[src/design/sfd_pkg.sv]
package sfd_pkg;

  // ----------------------------------------
  // Status word bit positions, bit 0 is MSB
  // ----------------------------------------
  localparam int ST_EQ      = 2;
  localparam int ST_CARRY   = 3;
  localparam int ST_OVF     = 4;
  localparam int ST_PAR     = 5;
  localparam int ST_XOP     = 6;
  localparam int ST_CTX_LO  = 7;
  localparam int ST_CTX_HI  = 11;
  localparam int ST_MASK_LO = 12;
  localparam logic [0:15] STATUS_RESET = 16'h0000;

  // ----------------------------------------
  // First-word field positions
  // ----------------------------------------
  localparam int F_BYTE = 3;
  localparam int F_TD   = 4;
  localparam int F_DR   = 6;
  localparam int F_TS   = 10;
  localparam int F_SR   = 12;

  // ----------------------------------------
  // Register port indexes
  // ----------------------------------------
  localparam logic [2:0] REG_STATUS = 3'h0;
  localparam logic [2:0] REG_DECODE = 3'h1;
  localparam logic [2:0] REG_SRCADR = 3'h2;
  localparam logic [2:0] REG_DSTADR = 3'h3;

  // ----------------------------------------
  // Counts and increments
  // ----------------------------------------
  localparam logic [15:0] INC_BYTE  = 16'h0001;
  localparam logic [15:0] INC_WORD  = 16'h0002;
  localparam logic [3:0]  CRU_MAXP  = 4'h8;

  // Address type codes
  localparam logic [1:0] T_DIRECT = 2'h0;
  localparam logic [1:0] T_IND    = 2'h1;
  localparam logic [1:0] T_SYM    = 2'h2;
  localparam logic [1:0] T_AUTO   = 2'h3;

  typedef enum logic [4:0] {
    OP_NONE      = 5'b00000,
    OP_ADD       = 5'b00001,
    OP_SUB       = 5'b00010,
    OP_DEC       = 5'b00011,
    OP_INC       = 5'b00100,
    OP_SLA       = 5'b00101,
    OP_SIGNED_DIVIDE      = 5'b00110,
    OP_FP        = 5'b00111,
    OP_BMOVE     = 5'b01000,
    OP_BLOGIC    = 5'b01001,
    OP_CRU_MULTI = 5'b01010,
    OP_TB        = 5'b01011,
    OP_XOP       = 5'b01100,
    OP_LOAD_MASK_IMMEDIATE      = 5'b01101,
    OP_RESET_MASK_INSTRUCTION      = 5'b01110,
    OP_LST       = 5'b01111,
    OP_RETURN_FROM_CONTEXT      = 5'b10000,
    OP_INT       = 5'b10001,
    OP_RESET_INT = 5'b10010
  } sfd_op_e;

  typedef enum logic [2:0] {
    A_IDLE = 3'b000,
    A_OPND = 3'b001,
    A_RREG = 3'b010,
    A_WREG = 3'b011,
    A_REXT = 3'b100,
    A_WEXT = 3'b101,
    A_INCW = 3'b110,
    A_DONE = 3'b111
  } sfd_addr_e;

endpackage

[src/design/sfd_status_decode.sv]
// Our own choices: the address map and the address-and-strobe port.
`timescale 1ns/1ps
module sfd_status_decode (
  input  wire logic           CLK,
  input  wire logic           RESET,
  // Register port
  input  wire logic [2:0]     REG_ADDR,
  input  wire logic [15:0]    REG_WDATA,
  input  wire logic           REG_WR,
  input  wire logic           REG_RD,
  output logic      [15:0]    REG_RDATA,
  // Execution status events
  input  wire logic           EXEC_VALID,
  input  wire sfd_pkg::sfd_op_e EXEC_OP,
  input  wire logic           EXEC_BYTE,
  input  wire logic [15:0]    SRC_VAL,
  input  wire logic [15:0]    DST_VAL,
  input  wire logic [15:0]    RES_VAL,
  input  wire logic [3:0]     SHIFT_COUNT,
  input  wire logic [3:0]     CRU_COUNT,
  input  wire logic           DIV_OVF,
  input  wire logic           FP_EXC,
  input  wire logic           CARRY_OUT,
  input  wire logic [3:0]     INT_LEVEL,
  input  wire logic           CRU_IN,
  output logic      [15:0]    STATUS,
  // Instruction decode and operand addressing
  input  wire logic           DEC_LOAD,
  input  wire logic [15:0]    INSTR_WORD,
  input  wire logic [15:0]    INSTR_PC,
  input  wire logic [15:0]    WP,
  input  wire logic           DEC_HAS_SRC,
  input  wire logic           DEC_HAS_DST,
  input  wire logic           DEC_IMMEDIATE,
  output logic                DEC_BYTE,
  output logic      [1:0]     DEC_WORDS,
  output logic      [15:0]    SRC_ADDR,
  output logic      [15:0]    DST_ADDR,
  output logic                SRC_IS_REG,
  output logic                DST_IS_REG,
  output logic      [15:0]    IMM_ADDR,
  output logic                ADDR_BUSY,
  output logic                ADDR_DONE,
  output logic                MEM_RD,
  output logic                MEM_WR,
  output logic      [15:0]    MEM_ADDR,
  output logic      [15:0]    MEM_WDATA,
  input  wire logic [15:0]    MEM_RDATA
);

  // ----------------------------------------
  // Helper functions
  // ----------------------------------------
  // Overflow of arithmetic left shift; count 0 means 16
  function automatic logic sla_ovf(input logic [15:0] v,
                                   input logic [3:0] c);
    logic        r;
    logic [4:0]  n;
    r = 1'b0;
    n = (c == 4'h0) ? 5'h10 : {1'b0, c};
    for (int k = 1; k < 16; k++)
      if (5'(k) <= n && v[15-k] != v[15])
        r = 1'b1;
    return r;
  endfunction

  // Odd parity of the left byte
  function automatic logic odd_byte(input logic [15:0] v);
    return ^v[15:8];
  endfunction

  // Workspace register address
  function automatic logic [15:0] ws_addr(input logic [15:0] wp,
                                          input logic [3:0] r);
    return wp + {11'h000, r, 1'b0};
  endfunction

  // ----------------------------------------
  // Status word
  // ----------------------------------------
  logic [0:15] status;
  logic [0:15] next_status;
  logic [0:15] wdata_asc;
  logic        cru_meta;
  logic        cru_sync;
  logic        sw_status_wr;
  logic        src_s;
  logic        dst_s;
  logic        res_s;
  logic        fp_ovf;
  logic        div_ovf;

  assign src_s        = SRC_VAL[15];
  assign dst_s        = DST_VAL[15];
  assign res_s        = RES_VAL[15];
  assign fp_ovf       = FP_EXC;
  assign div_ovf      = (SRC_VAL == 16'h0000) || DIV_OVF;
  assign sw_status_wr = REG_WR && (REG_ADDR == sfd_pkg::REG_STATUS);
  assign wdata_asc    = REG_WDATA;

  // Input bit comes from a pin: two stages before use
  always_ff @(posedge CLK)
  begin
    if (RESET)
    begin
      cru_meta <= 1'b0;
      cru_sync <= 1'b0;
    end
    else
    begin
      cru_meta <= CRU_IN;
      cru_sync <= cru_meta;
    end
  end

  // Per-op update; untouched bits keep value
  always_comb
  begin
    next_status = status;
    if (EXEC_VALID)
    begin
      case (EXEC_OP)
        sfd_pkg::OP_ADD:
        begin
          next_status[sfd_pkg::ST_OVF] =
            (src_s == dst_s) && (res_s != dst_s);
          if (EXEC_BYTE)
            next_status[sfd_pkg::ST_PAR] = odd_byte(RES_VAL);
        end
        sfd_pkg::OP_SUB:
        begin
          next_status[sfd_pkg::ST_OVF] =
            (src_s != dst_s) && (res_s != dst_s);
          if (EXEC_BYTE)
            next_status[sfd_pkg::ST_PAR] = odd_byte(RES_VAL);
        end
        sfd_pkg::OP_DEC:
          next_status[sfd_pkg::ST_OVF] = src_s && !res_s;
        sfd_pkg::OP_INC:
          next_status[sfd_pkg::ST_OVF] = !src_s && res_s;
        sfd_pkg::OP_SLA:
          next_status[sfd_pkg::ST_OVF] =
            sla_ovf(SRC_VAL, SHIFT_COUNT);
        sfd_pkg::OP_SIGNED_DIVIDE:
        begin
          // Only carry and overflow move on overflow
          next_status[sfd_pkg::ST_OVF] = div_ovf;
          if (div_ovf)
            next_status[sfd_pkg::ST_CARRY] = CARRY_OUT;
        end
        sfd_pkg::OP_FP:
        begin
          next_status[sfd_pkg::ST_OVF] = fp_ovf;
          if (fp_ovf)
            next_status[sfd_pkg::ST_CARRY] = CARRY_OUT;
        end
        sfd_pkg::OP_BMOVE:
          next_status[sfd_pkg::ST_PAR] = odd_byte(SRC_VAL);
        sfd_pkg::OP_BLOGIC:
          next_status[sfd_pkg::ST_PAR] = odd_byte(RES_VAL);
        sfd_pkg::OP_CRU_MULTI:
          next_status[sfd_pkg::ST_PAR] =
            (CRU_COUNT != 4'h0) && (CRU_COUNT <= sfd_pkg::CRU_MAXP)
            && odd_byte(SRC_VAL);
        sfd_pkg::OP_TB:
          next_status[sfd_pkg::ST_EQ] = cru_sync;
        sfd_pkg::OP_XOP:
        begin
          next_status[sfd_pkg::ST_XOP] = 1'b1;
          next_status[sfd_pkg::ST_CTX_LO:sfd_pkg::ST_CTX_HI] =
            5'h00;
        end
        sfd_pkg::OP_LOAD_MASK_IMMEDIATE:
          next_status[sfd_pkg::ST_MASK_LO:15] = SRC_VAL[3:0];
        sfd_pkg::OP_RESET_MASK_INSTRUCTION:
          next_status[sfd_pkg::ST_MASK_LO:15] = 4'h0;
        sfd_pkg::OP_LST,
        sfd_pkg::OP_RETURN_FROM_CONTEXT:
          next_status = SRC_VAL;
        sfd_pkg::OP_INT:
        begin
          next_status[sfd_pkg::ST_CTX_LO:sfd_pkg::ST_CTX_HI] =
            5'h00;
          // Level zero is the load interrupt: mask kept
          if (INT_LEVEL != 4'h0)
            next_status[sfd_pkg::ST_MASK_LO:15] =
              INT_LEVEL - 4'h1;
        end
        sfd_pkg::OP_RESET_INT:
          next_status = sfd_pkg::STATUS_RESET;
        default:
          next_status = status;
      endcase
    end
    else if (sw_status_wr)
      next_status = wdata_asc;
  end

  // Executed events win over a software write
  always_ff @(posedge CLK)
  begin
    if (RESET)
      status <= sfd_pkg::STATUS_RESET;
    else
      status <= next_status;
  end

  assign STATUS = status;

  // ----------------------------------------
  // First-word decode
  // ----------------------------------------
  logic [0:15]     iw;
  logic [0:15]     iw_in;
  logic            has_src;
  logic            has_dst;
  logic            imm;
  logic [15:0]     ext_ptr;
  logic [15:0]     wp_q;
  logic [1:0]      t_s;
  logic [1:0]      t_d;
  logic [3:0]      r_s;
  logic [3:0]      r_d;
  logic            byte_op;
  logic            ext_s;
  logic            ext_d;

  assign iw_in   = INSTR_WORD;
  assign byte_op = iw[sfd_pkg::F_BYTE];
  assign t_d     = iw[sfd_pkg::F_TD +: 2];
  assign r_d     = iw[sfd_pkg::F_DR +: 4];
  assign t_s     = iw[sfd_pkg::F_TS +: 2];
  assign r_s     = iw[sfd_pkg::F_SR +: 4];
  assign ext_s   = has_src && (t_s == sfd_pkg::T_SYM);
  assign ext_d   = has_dst && (t_d == sfd_pkg::T_SYM);

  // Word count: at most one extra word per field
  assign DEC_WORDS = 2'h1 + {1'b0, imm} + {1'b0, ext_s}
                     + {1'b0, ext_d};
  assign DEC_BYTE  = byte_op;

  // ----------------------------------------
  // Operand address sequencer
  // ----------------------------------------
  sfd_pkg::sfd_addr_e state;
  sfd_pkg::sfd_addr_e next_state;
  logic            side;
  logic [1:0]      cur_t;
  logic [3:0]      cur_r;
  logic [15:0]     cur_ws;
  logic [15:0]     sym;
  logic [15:0]     inc;
  logic            opnd_fin;
  logic [15:0]     fin_addr;
  logic            fin_reg;
  logic            cur_has;

  // An absent field must not capture an address or eat an extension word
  assign cur_has = side ? has_dst : has_src;
  assign cur_t  = side ? t_d : t_s;
  assign cur_r  = side ? r_d : r_s;
  assign cur_ws = ws_addr(wp_q, cur_r);
  assign inc    = byte_op ? sfd_pkg::INC_BYTE
                          : sfd_pkg::INC_WORD;

  // Operand address ready this cycle
  assign opnd_fin =
    (state == sfd_pkg::A_OPND && cur_has
     && cur_t == sfd_pkg::T_DIRECT) ||
    (state == sfd_pkg::A_WREG && cur_t != sfd_pkg::T_AUTO) ||
    (state == sfd_pkg::A_WEXT && cur_r == 4'h0) ||
    (state == sfd_pkg::A_INCW);
  assign fin_reg = (state == sfd_pkg::A_OPND);
  assign fin_addr =
    (state == sfd_pkg::A_OPND) ? cur_ws :
    (state == sfd_pkg::A_WEXT) ? MEM_RDATA :
    (state == sfd_pkg::A_INCW) ? sym :
    (cur_t == sfd_pkg::T_SYM)  ? sym + MEM_RDATA
                               : MEM_RDATA;

  // Next state of the sequencer
  always_comb
  begin
    next_state = state;
    case (state)
      sfd_pkg::A_IDLE:
        if (DEC_LOAD)
          next_state = sfd_pkg::A_OPND;
      sfd_pkg::A_OPND:
        if (!has_src && !side && has_dst)
          next_state = sfd_pkg::A_OPND;
        else if (!(side ? has_dst : has_src))
          next_state = sfd_pkg::A_DONE;
        else if (cur_t == sfd_pkg::T_SYM)
          next_state = sfd_pkg::A_REXT;
        else if (cur_t != sfd_pkg::T_DIRECT)
          next_state = sfd_pkg::A_RREG;
      sfd_pkg::A_RREG:
        next_state = sfd_pkg::A_WREG;
      sfd_pkg::A_WREG:
        if (cur_t == sfd_pkg::T_AUTO)
          next_state = sfd_pkg::A_INCW;
      sfd_pkg::A_REXT:
        next_state = sfd_pkg::A_WEXT;
      sfd_pkg::A_WEXT:
        if (cur_r != 4'h0)
          next_state = sfd_pkg::A_RREG;
      sfd_pkg::A_INCW:
        next_state = sfd_pkg::A_INCW;
      sfd_pkg::A_DONE:
        next_state = sfd_pkg::A_IDLE;
      default:
        next_state = sfd_pkg::A_IDLE;
    endcase
    // Source side first, then the destination
    if (opnd_fin)
      next_state = (!side && has_dst) ? sfd_pkg::A_OPND
                                      : sfd_pkg::A_DONE;
  end

  // Skipping a missing source field
  logic skip_src;
  assign skip_src = (state == sfd_pkg::A_OPND) && !side && !has_src;

  // Latch the decoded word and run the walk
  always_ff @(posedge CLK)
  begin
    if (RESET)
    begin
      state <= sfd_pkg::A_IDLE;
      iw <= 16'h0000;
      has_src <= 1'b0;
      has_dst <= 1'b0;
      imm <= 1'b0;
      wp_q <= 16'h0000;
      ext_ptr <= 16'h0000;
      IMM_ADDR <= 16'h0000;
      side <= 1'b0;
      sym <= 16'h0000;
    end
    else
    begin
      state <= next_state;
      if (state == sfd_pkg::A_IDLE && DEC_LOAD)
      begin
        iw <= iw_in;
        has_src <= DEC_HAS_SRC;
        has_dst <= DEC_HAS_DST;
        imm <= DEC_IMMEDIATE;
        wp_q <= WP;
        ext_ptr <= INSTR_PC + sfd_pkg::INC_WORD;
        IMM_ADDR <= INSTR_PC + sfd_pkg::INC_WORD;
        side <= 1'b0;
      end
      if (skip_src || (opnd_fin && !side))
        side <= 1'b1;
      if (state == sfd_pkg::A_OPND && cur_has
          && cur_t == sfd_pkg::T_SYM)
        ext_ptr <= ext_ptr + sfd_pkg::INC_WORD;
      if (state == sfd_pkg::A_WEXT)
        sym <= MEM_RDATA;
      if (state == sfd_pkg::A_WREG && cur_t == sfd_pkg::T_AUTO)
        sym <= MEM_RDATA;
    end
  end

  // Memory request address and write data
  always_ff @(posedge CLK)
  begin
    if (RESET)
    begin
      MEM_ADDR <= 16'h0000;
      MEM_WDATA <= 16'h0000;
    end
    else if (state == sfd_pkg::A_OPND)
      MEM_ADDR <= (cur_t == sfd_pkg::T_SYM) ? ext_ptr : cur_ws;
    else if (state == sfd_pkg::A_WEXT)
      MEM_ADDR <= cur_ws;
    else if (state == sfd_pkg::A_WREG)
    begin
      MEM_ADDR <= cur_ws;
      MEM_WDATA <= MEM_RDATA + inc;
    end
  end

  // Captured operand addresses
  always_ff @(posedge CLK)
  begin
    if (RESET)
    begin
      SRC_ADDR <= 16'h0000;
      DST_ADDR <= 16'h0000;
      SRC_IS_REG <= 1'b0;
      DST_IS_REG <= 1'b0;
    end
    else if (opnd_fin && !side)
    begin
      SRC_ADDR <= fin_addr;
      SRC_IS_REG <= fin_reg;
    end
    else if (opnd_fin)
    begin
      DST_ADDR <= fin_addr;
      DST_IS_REG <= fin_reg;
    end
  end

  // Memory strobes follow the state directly
  assign MEM_RD    = (state == sfd_pkg::A_RREG)
                     || (state == sfd_pkg::A_REXT);
  assign MEM_WR    = (state == sfd_pkg::A_INCW);
  assign ADDR_DONE = (state == sfd_pkg::A_DONE);
  assign ADDR_BUSY = (state != sfd_pkg::A_IDLE);

  // ----------------------------------------
  // Register read port
  // ----------------------------------------
  logic [15:0] rd_mux;
  logic [15:0] dec_view;

  assign dec_view = {8'h00, ADDR_BUSY, DEC_WORDS, byte_op,
                     t_d, t_s};
  assign rd_mux =
    (REG_ADDR == sfd_pkg::REG_STATUS) ? status :
    (REG_ADDR == sfd_pkg::REG_DECODE) ? dec_view :
    (REG_ADDR == sfd_pkg::REG_SRCADR) ? SRC_ADDR :
    (REG_ADDR == sfd_pkg::REG_DSTADR) ? DST_ADDR : 16'h0000;

  // Read data valid in the cycle after the strobe only
  always_ff @(posedge CLK)
  begin
    if (RESET)
      REG_RDATA <= 16'h0000;
    else
      REG_RDATA <= REG_RD ? rd_mux : 16'h0000;
  end
endmodule

[config.mk]
export PLATFORM = sky130hd
export DESIGN_NAME = sfd_status_decode
export DESIGN_NICKNAME = d
export VERILOG_FILES = /design/src/design/sfd_pkg.sv /design/src/design/sfd_status_decode.sv
export SDC_FILE = /design/constraint.sdc
export NUM_CORES = 1
export LEC_CHECK = 0
export BUFFER_PORTS_ARGS = -buffer_cell sky130_fd_sc_hd__buf_2
export CAP_MARGIN = 25
export CORE_MARGIN = 2
export CORE_UTILIZATION = 50
export CTS_BUF_LIST = sky130_fd_sc_hd__clkbuf_8
export DETAILED_ROUTE_END_ITERATION = 8
export HOLD_SLACK_MARGIN = 0.1
export MAX_ROUTING_LAYER = met4
export PLACE_DENSITY = 0.81
export SYNTH_ARGS = -nofsm -noshare
export SYNTH_HDL_FRONTEND = slang
export SYNTH_SLANG_ARGS = --single-unit
[constraint.sdc]
create_clock -name CLK -period 3.9 [get_ports CLK]
set_clock_uncertainty 0.05 [all_clocks]
set_input_delay 0.195 -clock CLK [delete_from_list [all_inputs] [get_ports CLK]]
set_output_delay 0.195 -clock CLK [all_outputs]
set_load 0.05 [all_outputs]
* Word level (Yosys, flattened, before mapping) *
Index checks and enable logic that the tools add are counted.

word-level totals
  register bits = 184
  word-level logic and storage cells = 267
  output and inout bits = 121
  input bits = 162

cells by class
  bitwise gates (word level) = 4
  $add $sub $neg = 9
  equal/unequal tests = 67
  mux-type cells = 62
  $lt $le $gt $ge = 16
  reductions and logical operators = 82

operator list
  operator                 number
  $mux W16                 18
  $eq A5 B4 Y1 const B     8
  $le A4 B5 Y1 const A     8
  $logic_and A1 B1 Y1      37
  $add A16 B2 Y16 const B  2
  $mux W3                  9
  $pmux W3 S8              1
  $mux W1                  21
  $eq A5 B3 Y1 const B     4
  $le A3 B5 Y1 const A     4
  $ne A1 B1 Y1             17
  $add A16 B16 Y16         1
  $add A16 B2 Y16          1
  $add A16 B5 Y16          1
  $logic_not A16 Y1        1
  $reduce_xor A8 Y1        2
  $eq A5 B5 Y1 const B     3
  $eq A3 B2 Y1 const B     4
  $eq A3 B3 Y1 const B     4
  $ne A3 B2 Y1 const B     4
  $ne A3 B3 Y1 const B     4
  $pmux W4 S3              1
  $reduce_and A2 Y1        6
  $reduce_bool A4 Y1       3
  40 further kinds         76

* Depth between registers and ports, before layout *
Gate-level depths: netlist of run 1.

  depth after elaboration = 21
  mapped depth = 13
  gate-level depth less buffers = 11

* Worst setup path before layout of run 1 *
OpenSTA, ideal clock, no wires.

  path kind = register to register
  from = register side
  to = register SRC_ADDR[13]
  arrival time = 2945 ps
  setup time = 73 ps
  setup slack = 832 ps
  cell stages (with the launch flop) = 14
  cell sequence = dfxtp_1 -> buf_4 -> buf_1 -> mux2_2 -> ha_1 -> inv_1 -> fa_1 -> nand2b_1 -> a21oi_1 -> nand4_1 -> xor2_1 -> a21o_1 -> mux2_2 -> o22ai_2

between the ends
  longest elaborated chain between the ends = 7
  elaborated cells between the ends (all ways) = 21
  those cells by class = 1 x add/sub; 2 x eq/ne; 7 x mux; 11 x reduce/logical

RTL lines
  item                                                     line                      RTL
  start, declared                                          sfd_status_decode.sv:247  logic side;
  start signal, assigned                                   sfd_status_decode.sv:338  side <= 1'b0;
  start signal, assigned                                   sfd_status_decode.sv:353  side <= 1'b0;
  start signal, assigned                                   sfd_status_decode.sv:356  side <= 1'b1;
  branches (longest 7 deep; another with $add A16 B5 Y16)  -
  end signal, assigned                                     sfd_status_decode.sv:398  SRC_ADDR <= fin_addr;
  end, declared                                            sfd_status_decode.sv:37   output logic [15:0] SRC_ADDR,

Several ways; the timed one is not identified.
A chain may end at the register's enable or synchronous reset.

* Worst setup path after layout of run 1 *
  from = register side
  to = register DST_ADDR[11]

between the ends
  longest elaborated chain between the ends = 9
  elaborated cells between the ends (all ways) = 23
  those cells by class = 1 x add/sub; 2 x eq/ne; 7 x mux; 1 x bitwise; 12 x reduce/logical

RTL lines
  item                                                     line                      RTL
  branches (longest 9 deep; another with $add A16 B5 Y16)  -
  end signal, assigned                                     sfd_status_decode.sv:403  DST_ADDR <= fin_addr;
  end, declared                                            sfd_status_decode.sv:38   output logic [15:0] DST_ADDR,

Several ways; the timed one is not identified.

==> results_dict.tcl, run 1 <==
set metrics [dict create \
    outcome "completed" \
    floorplan.initialDensity 0.507 \
    yosysSeqAreaShare 0.334 \
    final_hold_viol_count 0 \
    post-synth-top-area-fraction 0.334 \
    clock_tree.buffer_depth 2 \
    max_slew.worst_pin.slew_ns 1.02 \
    worst_ep_required_time_ns 4.17 \
    ratio_of_cells_with_drive_above_1_in_the_final_layout 0.195 \
    dr_wl_met2_mm 16.9 \
    share_seq_of_total_power 0.352 \
    final_min_period_over_clock_period 0.830 \
    drv_slew 0 \
    dr_wl_met3_mm 2.60 \
    crit_path_end_kind "flip-flop" \
    r2r.worst_path.cells 11 \
    vias_after_detailed_routing 11900 \
    vias_in_the_first_global_route 11200 \
    maxCapViolations 0 \
    grt_antenna_before_repair 1 \
    root_buffer "sky130_fd_sc_hd__clkbuf_8" \
    hold-worst-slack_ns 0.113 \
    grt_start_max_net_pins 102 \
    cts.htree.levels 4 \
    power_density_nw_per_um2 540 \
    clock-sinks 184 \
    syn_area_per_cell_sq_um 7.63 \
    power.ir.vdd_worst_uv 385 \
    cts.repair_timing.setup_buffer_count 0 \
    drtPass1Iterations 5 \
    worstSkewPairLatency_ns 0.48 \
    number_of_nets_at_the_end_of_the_flow 1919 \
    internal_power_mw 3.82 \
    timing.critical_path.cells "mux2_2 -> ha_1 -> inv_1 -> fa_1 -> nand2b_1 -> a21oi_1 -> nand2_1 -> xor2_1 -> a21oi_1 -> a21oi_1 -> a211oi_1" \
    grt_pass1_wl_mm 57.3 \
    synth_fp_nets 1641 \
    cts_resized 0 \
    totalNegativeSetupSlack_ns 0 \
    cp_slowest_cell "sky130_fd_sc_hd__dfxtp_1" \
    tritoncts_clock_tree "done" \
    power_switching_mw 3.53 \
    worst-setup-path-type "reg2reg" \
    cts-buffers-inserted 17 \
    yosys.cell_count.top_type "sky130_fd_sc_hd__nand2_1" \
    power.switching_fraction 0.480 \
    ys_ff_latch 184 \
    syn-cell-area_sq_um 11000 \
    placement.io_buffers 256 \
    core-area_sq_um 21800 \
    final_cell_area_sq_um 13600 \
    critPathLaunchType "flip-flop" \
    cp_max_fo 7 \
    critPathArrivalTime_ns 3.51 \
    dominantRegCellSynth "sky130_fd_sc_hd__dfxtp_1" \
    detailed_place.area_sq_um 12400 \
    die_x_microns 153 \
    dp.final_hpwl_mm 26.3 \
    rows 54 \
    post_drt_via_cell_ratio 5.90 \
    route.top_layer_used "met4" \
    synthToLayoutAreaGrowth_pct 23.3 \
    design.die.area_sq_um 23300 \
    cp.depth 11 \
    routed_wire_per_std_cell_microns 17.8 \
    remaining_drc_errors 0 \
    filler_cell_count 1984 \
    synth_async_sr_flop_share 0 \
    ys_warn_count 0 \
    clk_pin_slew_ns 0.10 \
    rsz_0062_raised_after_global_routing "false" \
    totalWireLength_mm 35.8 \
    synth.distinct_cells 91 \
    power_leakage_nw 5.69 \
    drt_iter0_drc 891 \
    synth.cells.most_frequent "219 x sky130_fd_sc_hd__nand2_1, 184 x sky130_fd_sc_hd__dfxtp_1, 166 x sky130_fd_sc_hd__a21oi_1, 146 x sky130_fd_sc_hd__nor2_1, 71 x sky130_fd_sc_hd__clkbuf_1" \
    synth-edff-count 0 \
    min_cycle_time_layout_ns 3.24 \
    syn-instance-count 1446 \
    finish.utilization 0.626 \
    pwr-share-comb 0.476 \
    min_delay_path_depth 4 \
    crit_path_frequent_cell "sky130_fd_sc_hd__a21oi_1" \
    grt.total_usage 0.308 \
    timing.critical_path.slowest_cell_delay_ns 0.52 \
    placement.setup.worst_slack_ns 0.835 \
    synth_top_cells_by_area "sky130_fd_sc_hd__dfxtp_1 33%, sky130_fd_sc_hd__a21oi_1 7.5%, sky130_fd_sc_hd__nand2_1 7.4%" \
    routabilityCongestion 0.938 \
    yosysTopAreaCell "sky130_fd_sc_hd__dfxtp_1" \
    min-delay-path-class "in2reg" \
    clock_power_share 0.171 \
    critical_path_buf_inv_count 1 \
    met1_length_mm 14.9 \
    overflow_after_grt 0 \
    chipHeight_microns 153 \
    max_freq_mhz 309 \
    postRouteAntennaNets 0 \
    postLayoutSetupSlackWorst_ns 0.661 \
    final-setup-viol-count 0 \
    io_pins 283 \
    timing.max_slew.rel_slack 0.316 \
    critPathTopFamily "compound AO/OA/AOI/OAI gates" \
]
layer usage:
| metal | vias to the layer above | track usage |
|---|---|---|
| met5 | - | - |
| met4 | 0 | 0.131 |
| met3 | 111 | 0.0586 |
| met2 | 549 | 0.494 |
| met1 | 5523 | 0.381 |
| li1 | 5717 | - |
metrics by stage:
stage / power [mW] / std cells
after CTS: 7.29 / 2016
after floorplan: 5.04 / 1446
after global routing: 7.74 / 2017
final: 7.35 / 2017
after global placement: 5.93 / 1905
after detailed placement: 5.99 / 1905
placed cells by master (no fill, tap or decap), types with 30 or more instances in the layout:
| cell type | count |
|---|---|
| sky130_fd_sc_hd__mux2i_1 | 30 |
| sky130_fd_sc_hd__o21ai_0 | 48 |
| sky130_fd_sc_hd__a211oi_1 | 49 |
| sky130_fd_sc_hd__inv_1 | 40 |
| sky130_fd_sc_hd__dfxtp_1 | 184 |
| sky130_fd_sc_hd__a21oi_1 | 166 |
| sky130_fd_sc_hd__nor2_1 | 146 |
| sky130_fd_sc_hd__xnor2_1 | 41 |
| sky130_fd_sc_hd__nand3_1 | 46 |
| sky130_fd_sc_hd__nand2_1 | 218 |
| sky130_fd_sc_hd__ha_1 | 30 |
| sky130_fd_sc_hd__buf_2 | 255 |
| sky130_fd_sc_hd__dlygate4sd3_1 | 80 |
repair_timing:
action | in CTS | in global routing
endpoints found under the setup margin | 0 | 0
hold buffers | 80 | 0
endpoints found under the hold margin | 100 | 0
sequential cells by signal, summed over array words and instances (netlist names), 13 cells and up:
name and count:
ext_ptr 16, MEM_ADDR 16, REG_RDATA 16, SRC_ADDR 16
wp_q 16, STATUS 16, sym 16, IMM_ADDR 16
iw 13, DST_ADDR 16, MEM_WDATA 16
final cells by class:
cell class | count | area [sq um] | share of cell area
diodes | 1 | 2.50 | 0.000184
clock buffers | 18 | 248 | 0.0182
clock inverters | 13 | 120 | 0.00883
inverters | 39 | 146 | 0.0108
multi-input cells | 1128 | 6830 | 0.502
flip-flops and latches | 184 | 3680 | 0.271
well taps | 280 | 350 | 0.0257
repair buffers | 354 | 2230 | 0.164
power by group through the flow:
stage                     clock, mW  sequential [mW]  combinational, mW
after floorplan                   0             3.12               1.93
after global placement            0             2.60               3.33
after detailed placement          0             2.62               3.38
after CTS                      1.27             2.58               3.45
after global routing           1.34             2.62               3.78
final                          1.26             2.59               3.50
worst register-to-register path: cells and delay by family (launching register included):
| family | cells | cell delay, ns |
|---|---|---|
| AO/OA/AOI/OAI | 4 | 0.90 |
| XOR/XNOR | 1 | 0.46 |
| adder cells (fa/ha/maj) | 2 | 0.58 |
| buffers and inverters | 1 | 0.06 |
| flip-flops | 1 | 0.52 |
| multiplexers | 1 | 0.22 |
| AND/OR/NAND/NOR | 2 | 0.30 |
kinds of logic (layout without fill, tap and decap cells):
group | Yosys count | after routing | synth area share
buf+inv | 134 | 424 | 0.0480
mux | 42 | 42 | 0.0415
flops | 184 | 184 | 0.334
other cells | 0 | 1 | 0
simple gates | 569 | 569 | 0.240
fa+ha+maj | 33 | 33 | 0.0395
xor+xnor | 68 | 68 | 0.0540
compound gates | 416 | 416 | 0.244
final timing paths:
path                     from            to  slack [ns]
setup / recovery         side  DST_ADDR[11]        0.66
setup reg to reg         side  DST_ADDR[11]        0.66
hold reg to reg   IMM_ADDR[0]   IMM_ADDR[0]        0.41
hold / removal    INSTR_PC[4]   IMM_ADDR[4]        0.11
(Power assumes the default switching activity.)
==> inputs of run 2 (changes only) <==
Clock period 3.9 ns to 3.05 ns, I/O delays scaled along.
==> run 2 against run 1 <==
Compared with the run above:
- register-to-register slack got worse by 0.48 ns
- critical path type unchanged
- sequential power rose by 27%
- sequential share of layout area fell by 0.64 points
==> results_dict.tcl, run 2 (synthesized netlist as in run 1, its figures left out) <==
set metrics [dict create \
    outcome "completed" \
    overflow_after_grt 0 \
    crit_path_end_kind "flip-flop" \
    finish.utilization 0.641 \
    routed_wire_per_std_cell_microns 18.2 \
    synthToLayoutAreaGrowth_pct 26.3 \
    totalWireLength_mm 37.2 \
    postRouteAntennaNets 0 \
    placement.io_buffers 256 \
    rsz_0062_raised_after_global_routing "false" \
    power.ir.vdd_worst_uv 553 \
    die_x_microns 153 \
    detailed_place.area_sq_um 12500 \
    remaining_drc_errors 0 \
    power_density_nw_per_um2 696 \
    io_pins 283 \
    grt_pass1_wl_mm 58.7 \
    leading_cell_types_in_the_layout_fill_and_taps_excluded "255 x sky130_fd_sc_hd__buf_2, 218 x sky130_fd_sc_hd__nand2_1, 184 x sky130_fd_sc_hd__dfxtp_1, 165 x sky130_fd_sc_hd__a21oi_1, 146 x sky130_fd_sc_hd__nor2_1" \
    worst-setup-path-type "reg2reg" \
    worstSkewPairLatency_ns 0.50 \
    final_cell_area_sq_um 13900 \
    filler_cell_count 1907 \
    number_of_nets_at_the_end_of_the_flow 1947 \
    critPathArrivalTime_ns 3.21 \
    critPathLaunchType "flip-flop" \
    rows 54 \
    core-area_sq_um 21800 \
    timing.max_slew.rel_slack 0.449 \
    totalNegativeSetupSlack_ns 0 \
    final_min_period_over_clock_period 0.942 \
    grt_antenna_before_repair 1 \
    drtPass1Iterations 6 \
    clock-sinks 184 \
    cts-buffers-inserted 17 \
    chipHeight_microns 153 \
    drt_iter0_drc 1080 \
    final-setup-viol-count 0 \
    design.die.area_sq_um 23300 \
    dp.final_hpwl_mm 26.9 \
    floorplan.initialDensity 0.507 \
    hold-worst-slack_ns 0.104 \
    cp_max_fo 5 \
    drv_slew 0 \
    area.sequential_sq_um 3680 \
    leading_cell_type_in_the_layout_fill_and_taps_excluded "sky130_fd_sc_hd__buf_2" \
    grt_start_max_net_pins 77 \
    final_cells 2046 \
    place.detailed.instances 1917 \
    ratio_of_cells_with_drive_above_1_in_the_final_layout 0.203 \
    vias_in_the_first_global_route 11400 \
    max_slew.worst_pin.slew_ns 0.826 \
    maxCapViolations 0 \
    grt.total_usage 0.317 \
    min-delay-path-class "in2reg" \
    clock_tree.buffer_depth 2 \
    cts.htree.levels 4 \
    max_freq_mhz 348 \
    min_cycle_time_layout_ns 2.87 \
    vias_after_detailed_routing 12100 \
    root_buffer "sky130_fd_sc_hd__clkbuf_8" \
    power_leakage_nw 5.84 \
    final_hold_viol_count 0 \
    multiInputGateArea_sq_um 6860 \
    tritoncts_clock_tree "done" \
    clk_pin_slew_ns 0.11 \
    routabilityCongestion 0.963 \
    post_drt_via_cell_ratio 5.92 \
    worst_ep_required_time_ns 3.39 \
    cts.repair_timing.setup_buffer_count 0 \
]
==> run 2: cell types whose count changed in the layout (fill, tap and decap cells not counted), moves of 2 or more <==
cell,before,now
sky130_fd_sc_hd__a221oi_1,5,3
sky130_fd_sc_hd__a221oi_2,0,2
sky130_fd_sc_hd__buf_4,18,31
sky130_fd_sc_hd__clkbuf_8,18,20
sky130_fd_sc_hd__dlygate4sd3_1,80,96
sky130_fd_sc_hd__inv_1,40,38
==> run 2: where the power goes <==
group / switching [mW] / internal, mW / leakage (nW)
logic: 3.16 / 1.45 / 4.13
registers: 0.446 / 2.83 / 1.50
clock network: 0.988 / 0.822 / 0.217
==> run 2: final timing paths <==
kind,startpoint,end,slack (ns),depth (start not counted)
worst min register to register,cru_meta,cru_sync,0.40,1
worst max register to register,side,SRC_ADDR[10],0.18,9
worst min-delay path,SRC_VAL[1],STATUS[1],0.10,5
worst max-delay path,side,SRC_ADDR[10],0.18,9
==> run 2: worst max-delay path, stage by stage, from the launching register on <==
cell                       delay (ns)
sky130_fd_sc_hd__dfxtp_1         0.35
sky130_fd_sc_hd__buf_4           0.14
sky130_fd_sc_hd__mux2_2          0.35
sky130_fd_sc_hd__ha_1            0.34
sky130_fd_sc_hd__o21ai_0         0.10
sky130_fd_sc_hd__o21bai_1        0.37
sky130_fd_sc_hd__nand3_1         0.21
sky130_fd_sc_hd__xnor2_2         0.35
sky130_fd_sc_hd__o221ai_1        0.21
sky130_fd_sc_hd__o311ai_1        0.30
==> run 2: routing by layer <==
layer  track usage  wire, microns  up-vias
met5             -              0        -
met2         0.515          17600      605
met1         0.387          14900     5586
li1              -              -     5792
met4         0.147           1690        0
met3        0.0489           3000      125
==> run 2: area by class of cell <==
class                           count  area share
Clock buffer                       20      0.0197
Timing Repair Buffer              382       0.177
Sequential cell                   184       0.264
Multi-Input combinational cell   1128       0.492
Tap cell                          280      0.0251
Inverter                           39      0.0105
Antenna cell                        1    0.000180
Clock inverter                     12      0.0111
==> run 2: repair_timing <==
| action | CTS | global route |
|---|---|---|
| endpoints found under the hold margin | 122 | 0 |
| endpoints found under the setup margin | 0 | 15 |
| hold buffers | 96 | 0 |
| resized for setup | 0 | 5 |
==> run 2: per-stage QoR <==
stage / setup WS, ns / total power, mW
3_3_place_gp: 0.253 / 7.63
6_report: 0.177 / 9.70
4_1_cts: 0.0857 / 9.60
3_5_place_dp: 0.176 / 7.72
5_1_grt: 0.0131 / 10.2
2_1_floorplan: 0.108 / 6.45
==> inputs of run 3 (changes only) <==
--- a/constraint.sdc
+++ b/constraint.sdc
@@ -3,3 +3,3 @@
 set_input_delay 0.1525 -clock CLK [delete_from_list [all_inputs] [get_ports CLK]]
 set_output_delay 0.1525 -clock CLK [all_outputs]
-set_load 0.05 [all_outputs]
+set_load 0.1 [all_outputs]
==> run 3 against run 2 <==
Compared with the run above:
- hold slack gained 0.023 ns
- sequential power is essentially flat
- final cell count grew 0.29%
- register-to-register slack is essentially flat
- maximum frequency grew 0.17%
- largest cell class unchanged
- highest routed layer unchanged
==> results_dict.tcl, run 3 (synthesized netlist as in run 1, its figures left out) <==
set metrics [dict create \
    clock_tree.buffer_depth 2 \
    root_buffer "sky130_fd_sc_hd__clkbuf_8" \
    worstSkewPairLatency_ns 0.49 \
    core-area_sq_um 21800 \
    crit_path_end_kind "flip-flop" \
    power_leakage_nw 5.87 \
    overflow_after_grt 0 \
    power_switching_mw 5.62 \
    grt.total_usage 0.317 \
    final_hold_viol_count 0 \
    maxCapViolations 0 \
    synthToLayoutAreaGrowth_pct 26.6 \
    max_slew.worst_pin.slew_ns 0.794 \
    routed_wire_per_std_cell_microns 18.0 \
    final_min_period_over_clock_period 0.940 \
    remaining_drc_errors 0 \
    share_seq_of_total_power 0.309 \
    final_cell_area_sq_um 14000 \
    tritoncts_clock_tree "done" \
    leading_cell_types_in_the_layout_fill_and_taps_excluded "255 x sky130_fd_sc_hd__buf_2, 218 x sky130_fd_sc_hd__nand2_1, 184 x sky130_fd_sc_hd__dfxtp_1, 165 x sky130_fd_sc_hd__a21oi_1, 146 x sky130_fd_sc_hd__nor2_1" \
    clock_power_share 0.157 \
    power_density_nw_per_um2 760 \
    grt_pass1_wl_mm 58.3 \
    cp_max_fo 3 \
    timing.max_slew.rel_slack 0.470 \
    final-setup-viol-count 0 \
    leading_cell_type_in_the_layout_fill_and_taps_excluded "sky130_fd_sc_hd__buf_2" \
    die_x_microns 153 \
    ratio_of_cells_with_drive_above_1_in_the_final_layout 0.204 \
    number_of_nets_at_the_end_of_the_flow 1954 \
    placement.io_buffers 256 \
    floorplan.initialDensity 0.507 \
    max_freq_mhz 349 \
    design.die.area_sq_um 23300 \
    rows 54 \
    power.switching_fraction 0.530 \
    dp.final_hpwl_mm 26.9 \
    worst_ep_required_time_ns 3.35 \
    drtPass1Iterations 5 \
    internal_power_mw 4.99 \
    rsz_0062_raised_after_global_routing "false" \
    grt_start_max_net_pins 68 \
    routabilityCongestion 0.946 \
    totalWireLength_mm 36.9 \
    vias_in_the_first_global_route 11300 \
    post_drt_via_cell_ratio 5.86 \
    detailed_place.area_sq_um 12500 \
    critPathArrivalTime_ns 3.17 \
    filler_cell_count 1904 \
    grt_antenna_before_repair 0 \
    critPathLaunchType "flip-flop" \
    outcome "completed" \
    postRouteAntennaNets 0 \
    vias_after_detailed_routing 12000 \
    worst-setup-path-type "reg2reg" \
    insertedDiodeCount 0 \
    cts.repair_timing.setup_buffer_count 0 \
    chipHeight_microns 153 \
    min-delay-path-class "in2reg" \
    cts-buffers-inserted 17 \
    min_cycle_time_layout_ns 2.87 \
    cts.htree.levels 4 \
    drt_iter0_drc 974 \
    postLayoutSetupSlackWorst_ns 0.182 \
    power.ir.vdd_worst_uv 775 \
    clk_pin_slew_ns 0.11 \
    totalNegativeSetupSlack_ns 0 \
    clock-sinks 184 \
    pwr-share-comb 0.534 \
    placement.setup.worst_slack_ns 0.161 \
    io_pins 283 \
    drv_slew 0 \
]
## run 3: layout make-up
type | instances | area, sq um | area share
tap | 280 | 350 | 0.0251
clock buffer | 18 | 248 | 0.0177
timing repair buffer | 389 | 2530 | 0.181
inverter | 39 | 146 | 0.0105
multi-input combinational | 1128 | 6860 | 0.491
clock inverter | 14 | 145 | 0.0104
sequential | 184 | 3680 | 0.264
## run 3: final timing paths
kind / startpoint / to / slack, ns / cells past startpoint
setup / recovery: iw[9] / SRC_ADDR[13] / 0.18 / 11
hold / removal: REG_WDATA[4] / STATUS[4] / 0.13 / 4
setup reg to reg: iw[9] / SRC_ADDR[13] / 0.18 / 11
hold reg to reg: cru_meta / cru_sync / 0.41 / 1
## run 3: repair_timing
item                                    in CTS  in global routing
resized for setup                            0                  5
hold buffers                                99                  0
endpoints found under the hold margin      126                  0
endpoints found under the setup margin       0                  8
## run 3: layer usage
metal  track usage  vias to the layer above  part of all wire
met1         0.388                     5579              0.41
li1              -                     5783                 -
met2         0.510                      526              0.47
met5             -                        -                 0
met3        0.0563                      136             0.069
met4         0.142                        0             0.047
## run 3: per-stage QoR
stage                     cells  power [mW]  hold slack (ns)   util
after global routing       2052        11.1            0.140  0.642
after floorplan            1446        7.47            0.231      -
final                      2052        10.6            0.127  0.642
after detailed placement   1920        8.76            0.347  0.577
after CTS                  2051        10.5            0.108  0.640
after global placement     1920        8.67            0.344  0.577
## run 3: power groups by stage
stage | combinational, mW | clock (mW) | sequential, mW
floorplan | 2.58 | 0 | 4.89
global placement | 5.37 | 0 | 3.30
detailed placement | 5.45 | 0 | 3.31
CTS | 5.58 | 1.67 | 3.26
global route | 6.00 | 1.77 | 3.33
finish | 5.67 | 1.66 | 3.28
## run 3: worst max-delay path, cell delays in order, from the launching register on
cell                       delay [ns]
sky130_fd_sc_hd__dfxtp_1         0.38
sky130_fd_sc_hd__mux2_2          0.17
sky130_fd_sc_hd__ha_1            0.18
sky130_fd_sc_hd__inv_1           0.06
sky130_fd_sc_hd__fa_1            0.39
sky130_fd_sc_hd__nand2b_1        0.18
sky130_fd_sc_hd__a21oi_1         0.25
sky130_fd_sc_hd__nand4_1         0.15
sky130_fd_sc_hd__xor2_1          0.48
sky130_fd_sc_hd__a21o_1          0.22
sky130_fd_sc_hd__mux2_2          0.16
sky130_fd_sc_hd__o22ai_2         0.06
